## src/verilog/twb_pkg.sv

```systemverilog
`default_nettype none
package twb_pkg;
    // ************************************************
    // Register map and fields
    // ************************************************
    localparam int unsigned PADDR_W = 8;
    localparam logic [PADDR_W-1:0] OFS_CTRL   = 8'h00;
    localparam logic [PADDR_W-1:0] OFS_STATUS = 8'h04;
    localparam logic [PADDR_W-1:0] OFS_SHIFT  = 8'h08;
    localparam logic [PADDR_W-1:0] OFS_ADDR   = 8'h0C;
    localparam int CB_EN   = 0;
    localparam int CB_ACKE = 1;
    localparam int CB_WTIM = 2;
    localparam int CB_SPIE = 3;
    localparam int CB_WREL = 4;
    localparam int CB_STT  = 5;
    localparam int CB_SPT  = 6;
    localparam int CB_EXIT = 7;
    localparam int SB_SPD  = 0;
    localparam int SB_STD  = 1;
    localparam int SB_ACKD = 2;
    localparam int SB_TRC  = 3;
    localparam int SB_MST  = 4;
    localparam int SB_SEL  = 5;
    localparam int SB_WAIT = 6;
    localparam logic [3:0] BIT_DIR = 4'h7;
    localparam logic [3:0] BIT_ACK = 4'h8;
    localparam logic [3:0] BIT_END = 4'h9;
    // ************************************************
    // Timing
    // ************************************************
    localparam int SYS_CLK_PERIOD_NS = 100;
    localparam int SCL_HALF_NS       = 400;
    localparam int SCL_HALF_CYC      =
        (SCL_HALF_NS + SYS_CLK_PERIOD_NS - 1) / SYS_CLK_PERIOD_NS;
    localparam logic [3:0] DIV_LAST  = 4'(SCL_HALF_CYC - 1);
    // ************************************************
    // Types
    // ************************************************
    typedef enum logic [2:0] {PH_IDLE, PH_START, PH_XFER, PH_WAIT, PH_STOP} twb_phase_t;
    typedef enum logic [1:0] {ST_A, ST_B, ST_C, ST_D} twb_step_t;
    typedef struct packed {
        logic [PADDR_W-1:0] paddr;
        logic               psel;
        logic               penable;
        logic               pwrite;
        logic [31:0]        pwdata;
    } twb_apb_req_t;
    typedef struct packed {
        logic [31:0] prdata;
        logic        pready;
        logic        pslverr;
    } twb_apb_rsp_t;
    typedef struct packed {
        logic         scl_s1, scl_s2, scl_s3, sda_s1, sda_s2, sda_s3;
        twb_phase_t   phase;
        twb_step_t    step;
        logic [3:0]   div;
        logic [3:0]   bit_cnt;
        logic [7:0]   shift;
        logic [6:0]   own_addr;
        logic         en, acke, wtim, spie;
        logic         master, selected, is_addr, trc, ackd, std, spd, wait_ack;
        logic         scl_low, sda_low, irq;
        twb_apb_rsp_t rsp;
    } twb_state_t;
    localparam twb_state_t ST_RST = '{phase: PH_IDLE, step: ST_A, spd: 1'h1, default: '0};
endpackage : twb_pkg
`default_nettype wire

```

## src/verilog/twb_engine.sv

```systemverilog
// Operation
// Start is data falling while clock high, sent or seen.
// Start trigger drives a start only when stop flag is set; the code also drives one from a master wait with the stop flag clear.
// Detected start sets the start-detected flag.
// Slave matches 7-bit address to own address, stays selected.
// Address byte goes out from shift register; received lands there.
// Direction bit 0 means master writes, 1 means master reads.
// Receiver pulls data low on ninth clock; sender samples it.
// Sender records returned acknowledge in ack-detected flag.
// Ack enable set acknowledges received bytes; clear leaves line.
// Transmit-mode flag updates on eighth address bit; 0 receiving.
// Receiving master omits last ack when ack enable is clear.
// Own address always acknowledged; foreign address never.
// Eight-clock wait: ack at eighth fall if enabled before release.
// Nine-clock wait: ack only if enabled beforehand.
// Stop is data rising while clock high, sent or seen.
// Stop trigger drives a stop condition.
// Detected stop sets stop flag; interrupt only if enabled.
// Master clocks; slave may stretch low; master waits for release.
// Wait holds clock low after start and after eighth or ninth clock.
// Shift write, wait release, or master start/stop ends a wait.
// Software performs one release action per wait.
// Disable or communication exit abandons transfer, drops wait.
// Both lines open drain: drive low or release, read wired level.
//
// Design decisions made here: the address map and register access over APB.
`timescale 1ns/1ps
`default_nettype none
module twb_engine
    import twb_pkg::*;
(
    input  wire logic         sys_clk_i,
    input  wire logic         resetn_i,
    input  wire twb_apb_req_t apb_i,
    output var  twb_apb_rsp_t apb_o,
    input  wire logic         scl_i,
    output logic              scl_o,
    output logic              scl_oe_o,
    input  wire logic         sda_i,
    output logic              sda_o,
    output logic              sda_oe_o,
    output logic              bus_irq_o
);
    // ************************************************
    // State and decode
    // ************************************************
    twb_state_t  st_reg;
    twb_state_t  st_next;
    logic [31:0] rd_word;
    logic        scl_h;
    logic        scl_rise;
    logic        scl_fall;
    logic        start_det;
    logic        stop_det;
    logic        addr_ok;
    logic        wr_done;
    logic        ctrl_wr;
    logic        shift_wr;
    logic        rel_wr;
    logic        stt_wr;
    logic        spt_wr;
    logic        exit_wr;
    logic        tx_now;
    logic        next_bit;

    assign scl_h     = st_reg.scl_s2;
    assign scl_rise  = st_reg.scl_s2 & ~st_reg.scl_s3;
    assign scl_fall  = ~st_reg.scl_s2 & st_reg.scl_s3;
    assign start_det = scl_h & st_reg.scl_s3 & ~st_reg.sda_s2 & st_reg.sda_s3;
    assign stop_det  = scl_h & st_reg.scl_s3 & st_reg.sda_s2 & ~st_reg.sda_s3;
    assign addr_ok   = apb_i.paddr == OFS_CTRL || apb_i.paddr == OFS_STATUS
                    || apb_i.paddr == OFS_SHIFT || apb_i.paddr == OFS_ADDR;
    assign wr_done   = apb_i.psel & apb_i.penable & apb_i.pwrite & st_reg.rsp.pready
                     & addr_ok;
    assign ctrl_wr   = wr_done && apb_i.paddr == OFS_CTRL;
    assign shift_wr  = wr_done && apb_i.paddr == OFS_SHIFT;
    assign rel_wr    = ctrl_wr & apb_i.pwdata[CB_WREL];
    assign stt_wr    = ctrl_wr & apb_i.pwdata[CB_STT];
    assign spt_wr    = ctrl_wr & apb_i.pwdata[CB_SPT];
    assign exit_wr   = ctrl_wr & apb_i.pwdata[CB_EXIT];
    assign tx_now    = st_reg.is_addr ? st_reg.master : st_reg.trc;
    assign next_bit  = shift_wr ? apb_i.pwdata[7] : st_reg.shift[7];

    // ************************************************
    // Next state
    // ************************************************
    always_comb
    begin
        rd_word = '0;
        st_next = st_reg;
        // Pin synchronisers
        st_next.scl_s1 = scl_i;
        st_next.scl_s2 = st_reg.scl_s1;
        st_next.scl_s3 = st_reg.scl_s2;
        st_next.sda_s1 = sda_i;
        st_next.sda_s2 = st_reg.sda_s1;
        st_next.sda_s3 = st_reg.sda_s2;
        st_next.irq    = 1'h0;
        // Read mux
        unique case (apb_i.paddr)
            OFS_CTRL:
            begin
                rd_word[CB_EN]   = st_reg.en;
                rd_word[CB_ACKE] = st_reg.acke;
                rd_word[CB_WTIM] = st_reg.wtim;
                rd_word[CB_SPIE] = st_reg.spie;
            end
            OFS_STATUS:
            begin
                rd_word[SB_SPD]  = st_reg.spd;
                rd_word[SB_STD]  = st_reg.std;
                rd_word[SB_ACKD] = st_reg.ackd;
                rd_word[SB_TRC]  = st_reg.trc;
                rd_word[SB_MST]  = st_reg.master;
                rd_word[SB_SEL]  = st_reg.selected;
                rd_word[SB_WAIT] = st_reg.phase == PH_WAIT;
            end
            OFS_SHIFT: rd_word[7:0] = st_reg.shift;
            OFS_ADDR:  rd_word[7:0] = {st_reg.own_addr, 1'h0};
            default:   rd_word = '0;
        endcase
        // APB slave, one wait state
        st_next.rsp.pready  = 1'h0;
        st_next.rsp.pslverr = 1'h0;
        if (apb_i.psel && apb_i.penable && !st_reg.rsp.pready)
        begin
            st_next.rsp.pready  = 1'h1;
            st_next.rsp.pslverr = !addr_ok;
            st_next.rsp.prdata  = rd_word;
        end
        if (ctrl_wr)
        begin
            st_next.en   = apb_i.pwdata[CB_EN];
            st_next.acke = apb_i.pwdata[CB_ACKE];
            st_next.wtim = apb_i.pwdata[CB_WTIM];
            st_next.spie = apb_i.pwdata[CB_SPIE];
        end
        if (wr_done && apb_i.paddr == OFS_ADDR)
            st_next.own_addr = apb_i.pwdata[7:1];
        if (shift_wr)
            st_next.shift = apb_i.pwdata[7:0];
        // Condition flags
        if (start_det)
        begin
            st_next.std      = 1'h1;
            st_next.spd      = 1'h0;
            st_next.ackd     = 1'h0;
            st_next.is_addr  = 1'h1;
            st_next.bit_cnt  = '0;
            st_next.selected = 1'h0;
        end
        if (stop_det)
        begin
            st_next.spd      = 1'h1;
            st_next.std      = 1'h0;
            st_next.selected = 1'h0;
            st_next.irq      = st_reg.spie;
        end
        // Sequencer
        unique case (st_reg.phase)
            PH_IDLE:
            begin
                st_next.scl_low = 1'h0;
                st_next.sda_low = 1'h0;
                st_next.master  = 1'h0;
                if (stt_wr && st_reg.spd && !start_det)
                begin
                    st_next.phase  = PH_START;
                    st_next.master = 1'h1;
                    st_next.step   = ST_A;
                    st_next.div    = '0;
                end
            end
            PH_START:
            begin
                st_next.div = st_reg.div + 4'h1;
                if (st_reg.div == DIV_LAST)
                begin
                    st_next.div = '0;
                    unique case (st_reg.step)
                        ST_A:
                        begin
                            st_next.sda_low = 1'h0;
                            st_next.step    = ST_B;
                        end
                        ST_B:
                        begin
                            st_next.scl_low = 1'h0;
                            st_next.step    = ST_C;
                        end
                        ST_C:
                        begin
                            if (scl_h && st_reg.sda_s2)
                            begin
                                st_next.sda_low = 1'h1;
                                st_next.step    = ST_D;
                            end
                        end
                        ST_D:
                        begin
                            st_next.scl_low  = 1'h1;
                            st_next.phase    = PH_WAIT;
                            st_next.wait_ack = 1'h0;
                            st_next.is_addr  = 1'h1;
                            st_next.bit_cnt  = '0;
                        end
                    endcase
                end
            end
            PH_XFER:
            begin
                if (st_reg.master)
                begin
                    if (st_reg.scl_low || scl_h)
                    begin
                        st_next.div = st_reg.div + 4'h1;
                        if (st_reg.div == DIV_LAST)
                        begin
                            st_next.div     = '0;
                            st_next.scl_low = !st_reg.scl_low;
                        end
                    end
                end
                if (scl_rise)
                begin
                    if (st_reg.bit_cnt == BIT_ACK)
                    begin
                        if (tx_now)
                            st_next.ackd = !st_reg.sda_s2;
                    end
                    else
                        st_next.shift = {st_reg.shift[6:0], st_reg.sda_s2};
                    if (st_reg.is_addr && st_reg.bit_cnt == BIT_DIR)
                    begin
                        st_next.trc = st_reg.master ^ st_reg.sda_s2;
                        if (!st_reg.master)
                            st_next.selected = st_reg.shift[6:0] == st_reg.own_addr;
                    end
                    st_next.bit_cnt = st_reg.bit_cnt + 4'h1;
                end
                if (scl_fall)
                begin
                    if (st_reg.bit_cnt == BIT_ACK)
                    begin
                        if (st_reg.is_addr)
                            st_next.sda_low = !st_reg.master && st_reg.selected;
                        else
                        begin
                            st_next.sda_low = !tx_now && st_reg.acke;
                            if (!st_reg.wtim)
                            begin
                                st_next.phase    = PH_WAIT;
                                st_next.wait_ack = 1'h1;
                                st_next.scl_low  = 1'h1;
                            end
                        end
                    end
                    else if (st_reg.bit_cnt == BIT_END)
                    begin
                        st_next.bit_cnt = '0;
                        st_next.is_addr = 1'h0;
                        st_next.sda_low = st_reg.trc && !st_reg.shift[7];
                        if (!st_reg.master && !st_reg.selected)
                        begin
                            st_next.phase   = PH_IDLE;
                            st_next.sda_low = 1'h0;
                        end
                        else if (st_reg.is_addr || st_reg.wtim)
                        begin
                            st_next.phase    = PH_WAIT;
                            st_next.wait_ack = 1'h0;
                            st_next.scl_low  = 1'h1;
                            st_next.sda_low  = 1'h0;
                        end
                    end
                    else
                        st_next.sda_low = tx_now && !st_reg.shift[7];
                end
                if (spt_wr && st_reg.master)
                begin
                    st_next.phase = PH_STOP;
                    st_next.step  = ST_A;
                    st_next.div   = '0;
                end
            end
            PH_WAIT:
            begin
                st_next.scl_low = 1'h1;
                if (shift_wr || rel_wr)
                begin
                    st_next.phase = PH_XFER;
                    st_next.div   = '0;
                    if (st_reg.wait_ack)
                        st_next.sda_low = !tx_now && st_reg.acke;
                    else
                        st_next.sda_low = tx_now && !next_bit;
                    if (!st_reg.master)
                        st_next.scl_low = 1'h0;
                end
                else if (st_reg.master && (stt_wr || spt_wr))
                begin
                    st_next.phase = stt_wr ? PH_START : PH_STOP;
                    st_next.step  = ST_A;
                    st_next.div   = '0;
                end
            end
            PH_STOP:
            begin
                st_next.div = st_reg.div + 4'h1;
                if (st_reg.div == DIV_LAST)
                begin
                    st_next.div = '0;
                    unique case (st_reg.step)
                        ST_A:
                        begin
                            st_next.scl_low = 1'h1;
                            st_next.step    = ST_B;
                        end
                        ST_B:
                        begin
                            st_next.sda_low = 1'h1;
                            st_next.step    = ST_C;
                        end
                        ST_C:
                        begin
                            st_next.scl_low = 1'h0;
                            st_next.step    = ST_D;
                        end
                        ST_D:
                        begin
                            if (scl_h)
                            begin
                                st_next.sda_low = 1'h0;
                                st_next.phase   = PH_IDLE;
                            end
                        end
                    endcase
                end
            end
            default: st_next.phase = PH_IDLE;
        endcase
        // Slave follows bus conditions
        if (start_det && !st_reg.master)
        begin
            st_next.phase   = PH_XFER;
            st_next.scl_low = 1'h0;
            st_next.sda_low = 1'h0;
        end
        else if (stop_det && !st_reg.master)
        begin
            st_next.phase   = PH_IDLE;
            st_next.scl_low = 1'h0;
            st_next.sda_low = 1'h0;
        end
        if (exit_wr || !st_reg.en)
        begin
            st_next.phase    = PH_IDLE;
            st_next.scl_low  = 1'h0;
            st_next.sda_low  = 1'h0;
            st_next.master   = 1'h0;
            st_next.selected = 1'h0;
            st_next.trc      = 1'h0;
            st_next.wait_ack = 1'h0;
        end
    end

    always_ff @(posedge sys_clk_i)
    begin
        if (!resetn_i)
            st_reg <= ST_RST;
        else
            st_reg <= st_next;
    end

    // ************************************************
    // Outputs
    // ************************************************
    assign apb_o     = st_reg.rsp;
    assign scl_o     = 1'h0;
    assign sda_o     = 1'h0;
    assign scl_oe_o  = st_reg.scl_low;
    assign sda_oe_o  = st_reg.sda_low;
    assign bus_irq_o = st_reg.irq;

    // ************************************************
    // Assertions
    // ************************************************
    a_start_flag: assert property (@(posedge sys_clk_i) disable iff (!resetn_i)
        start_det |=> st_reg.std && !st_reg.spd)
        else $error("start not flagged");
    a_stop_flag: assert property (@(posedge sys_clk_i) disable iff (!resetn_i)
        stop_det |=> st_reg.spd && !st_reg.std)
        else $error("stop not flagged");
    a_irq_gate: assert property (@(posedge sys_clk_i) disable iff (!resetn_i)
        bus_irq_o |-> $past(stop_det) && $past(st_reg.spie))
        else $error("interrupt without enabled stop");
    a_wait_scl: assert property (@(posedge sys_clk_i) disable iff (!resetn_i)
        st_reg.phase == PH_WAIT |-> scl_oe_o)
        else $error("wait without clock held low");
    a_nack_foreign: assert property (@(posedge sys_clk_i) disable iff (!resetn_i)
        st_reg.phase == PH_XFER && st_reg.is_addr && !st_reg.master && !st_reg.selected
        && st_reg.bit_cnt == BIT_ACK |-> !sda_oe_o)
        else $error("foreign address acknowledged");
    a_exit_release: assert property (@(posedge sys_clk_i) disable iff (!resetn_i)
        exit_wr |=> st_reg.phase == PH_IDLE && !scl_oe_o && !sda_oe_o)
        else $error("exit did not release bus");
    a_trc_dir: assert property (@(posedge sys_clk_i) disable iff (!resetn_i)
        st_reg.phase == PH_XFER && st_reg.is_addr && !st_reg.master && scl_rise
        && st_reg.bit_cnt == BIT_DIR && st_reg.en && !exit_wr
        |=> st_reg.trc == $past(st_reg.sda_s2))
        else $error("transmit flag not from direction bit");
    a_start_gate: assert property (@(posedge sys_clk_i) disable iff (!resetn_i)
        st_reg.phase == PH_IDLE && stt_wr && !st_reg.spd && !start_det
        |=> st_reg.phase == PH_IDLE [*2])
        else $error("start driven without stop flag");
    a_master_stretch: assert property (@(posedge sys_clk_i) disable iff (!resetn_i)
        st_reg.master && st_reg.phase == PH_XFER && !st_reg.scl_low && !scl_h
        |=> !scl_oe_o)
        else $error("master pulled clock during stretch");
    a_release_ack: assert property (@(posedge sys_clk_i) disable iff (!resetn_i)
        st_reg.phase == PH_WAIT && st_reg.wait_ack && rel_wr && !exit_wr && st_reg.en
        && !start_det && !stop_det
        |=> sda_oe_o == (!$past(tx_now) && $past(st_reg.acke)))
        else $error("ack at release wrong");
endmodule : twb_engine
`default_nettype wire

```

## config.mk

```make
export PLATFORM = sky130hd
export DESIGN_NAME = twb_engine
export DESIGN_NICKNAME = d
export VERILOG_FILES = /design/src/verilog/twb_pkg.sv /design/src/verilog/twb_engine.sv
export SDC_FILE = /design/constraint.sdc
export NUM_CORES = 1
export LEC_CHECK = 0
export BUFFER_PORTS_ARGS = -buffer_cell sky130_fd_sc_hd__buf_2
export CAP_MARGIN = 20
export CORE_ASPECT_RATIO = 1.1
export CORE_MARGIN = 3
export CORE_UTILIZATION = 25
export CTS_CLUSTER_DIAMETER = 40
export DETAILED_ROUTE_END_ITERATION = 10
export PLACE_DENSITY = 0.42
export SKIP_CTS_REPAIR_TIMING = 1
export SLEW_MARGIN = 40
export SYNTH_ARGS = -nofsm -noshare
export SYNTH_HDL_FRONTEND = slang
export SYNTH_SLANG_ARGS = --single-unit
```

## constraint.sdc

```tcl
create_clock -name sys_clk_i -period 2.6 [get_ports sys_clk_i]
set_clock_uncertainty 0.05 [all_clocks]
set_input_delay 0.26 -clock sys_clk_i [delete_from_list [all_inputs] [get_ports sys_clk_i]]
set_output_delay 0.26 -clock sys_clk_i [all_outputs]
set_load 0.02 [all_outputs]
```

==> results.yml <==
status:
  outcome: "finished, final reports clean"
sta:
  finalHoldViolations: 0
  period_minus_slack_ns: 2.31
  setup_tns_ns: 0
  setup_viol: 0
  maxSlewHeadroom_pct: 54.5
  holdWs_ns: 0.0831
  slew_viol_final: 0
  setup_slack_ns: 0.293
  clock.fmax_ghz: 0.433
  worst_slew_pin_slew_ns: 0.675
  timing.final.crit_share_pct: 88.7
  grt_setup_unrepaired: "no"
detailed_routing:
  vias_per_cell: 4.98
  drc: 0
  wirelength_um: 11300
  routedWlPerCell_um: 15.9
  drt_iter0_markers: 312
  first_pass_iters: 7
  num_vias: 3543
  antenna_left: 0
setup_path:
  slowest_delay_ns: 0.41
  worst_path_most_repeated_cell: "and4_1"
  crit_required_ns: 2.82
  start_kind: "flip-flop"
  crit_path_max_fanout: 4
  crit_chain: "and4_1 > and4_1 > a41oi_1 > nor4_1 > buf_4 > mux2_2 > nor2_1"
  path_class: "reg2reg"
  critPathCaptureType: "flip-flop"
  cpMaxStageDelayCell: "nor4_1"
  crit_family: "simple AND/OR/NAND/NOR gates"
  cp.arrival_ns: 2.52
  cp.buffers_inverters: 1
synthesis:
  synth_top_area_cell: "dfxtp_1"
  synth_top_family_by_area: "simple AND/OR/NAND/NOR gates"
  synth_edf_count: 0
  synth_common_cells: "66 x nor2_1, 59 x dfxtp_1, 36 x buf_4"
  synth.cell_area_um2: 3900
  synth.distinct_cells: 67
  synthTopCellsByArea: "dfxtp_1 30%, buf_4 6.9%, nor2_1 6.3%"
  ys_ff_latch: 59
  synth_warnings: 0
  synth_xor_area_share_pct: 2.24
  synth.area.mux_share_pct: 8.46
  syn_inst: 484
  synth-simple-area-share_pct: 25.5
  synth_top_cell_area_share_pct: 30.3
  synth-compound-area-share_pct: 18.5
  synth_flop_cell: "dfxtp_1"
  async_reset_ff_share_pct: 0
  synthAdderAreaFrac_pct: 2.89
  ys_seq_area_share_pct: 30.3
  avgSynthCellArea_um2: 8.06
  yosysMostFrequentCell: "nor2_1"
floorplan:
  initial_utilization_pct: 25.7
  die_y_um: 137
  io_pins: 86
  core_um2: 15200
  dieWidth_um: 125
  dieArea_um2: 17100
  rows: 47
hold_path:
  hp-class: "in2reg"
cts:
  root_buffer: "clkbuf_16"
  clkSinkCount: 59
  numCtsBuffers: 9
  cts_max_path_buffers: 2
  clk_latency_ns: 0.33
  cts_tree: "built"
  path_clk_slew_ns: 0.05
  htree_levels: 3
cells_and_area:
  nNetsFinal: 566
  drive_above_1_share_pct: 16.7
  ff_latch_area_um2: 1180
  multi_input_area_um2: 2340
  fill_cells: 1654
  insertedDiodeCount: 0
  largest_reg_flops: 42
  syn_to_final_growth_pct: 14.2
global_route:
  grtUsageTotal_pct: 13.2
  gr-total-overflow: 0
  antenna_found_initial: 0
  first_global_vias: 3342
  grt_max_degree: 39
  grt_pass1_wl_um: 18000
place:
  gp_congestion: 0.836
  post-place-ws_ns: 0.0793
  dp_hpwl_um: 8450
  port_buffers: 35
power_and_ir_drop:
  p_leak_uw: 0.00164
  ir_drop_uv: 271
  pwr_density_cell_nw_per_um2: 524
job:
  drv_cap: 0
==> area by class of cell <==
type,count,share of cell area (%)
Clock inverter,4,1.66
Multi-Input combinational cell,377,52.6
Sequential cell,59,26.5
Tap cell,196,5.50
Timing Repair Buffer,54,7.41
Inverter,9,0.758
Clock buffer,12,5.53
==> report_power, final <==
group	switching [uW]	total (uW)	internal, uW
Sequential	5.30	915	910
Combinational	90.6	120	29.8
Clock	433	1300	866
==> worst register-to-register path, cell delays in order (launching register included) <==
cell	delay, ns
dfxtp_1	0.36
and4_1	0.28
and4_1	0.29
a41oi_1	0.28
nor4_1	0.41
buf_4	0.18
mux2_2	0.32
nor2_1	0.08
==> layer usage <==
layer	vias to the layer above	GRT usage, %	part of all wire, %
li1	1732	-	-
met1	1700	17.4	48
met2	97	21.7	46
met3	14	3.20	4.8
met4	0	3.80	1.5
met5	-	0	0
==> path summary, 6_finish.rpt <==
kind | slack, ns | endpoint | startpoint | cells after the start
hold / removal | 0.08 | st_next[78]$_SDFF_PN0_ | sda_i | 2
hold reg to reg | 0.38 | scl_h$_SDFF_PN0_ | st_next[81]$_SDFF_PN0_ | 1
setup / recovery | 0.29 | st_reg[73]$_SDFFE_PN0P_ | apb_o[1]$_SDFF_PN0_ | 7
setup reg to reg | 0.29 | st_reg[73]$_SDFFE_PN0P_ | apb_o[1]$_SDFF_PN0_ | 7
==> placed cells by master, fill, tap and decap left out, types with 10 or more instances in the layout <==
master    n
a21oi_1  28
a22oi_1  11
buf_2    35
buf_4    18
conb_1   26
dfxtp_1  59
mux2i_1  24
nand2_1  35
nand3_1  20
nor2_1   66
nor2b_1  10
nor3_1   11
o21ai_0  24
==> logic make-up (layout without fill, tap and decap cells) <==
group	after synthesis	after routing
compound gates	110	110
buf+inv	73	79
xor+xnor	10	10
other cells	1	26
simple gates	193	193
fa+ha+maj	9	9
flops	59	59
mux	29	29
==> metrics by stage <==
step / std cells / total power, uW / cell area [um^2] / util [%]
finish: 711 / 2330 / 4460 / 29.4
CTS: 711 / 2370 / 4460 / 29.4
floorplan: 509 / 1040 / 4000 / -
detailed placement: 695 / 1060 / 4140 / 27.3
global route: 711 / 2430 / 4460 / 29.4
global placement: 695 / 1050 / 4140 / 27.3
(Power assumes the default switching activity.)
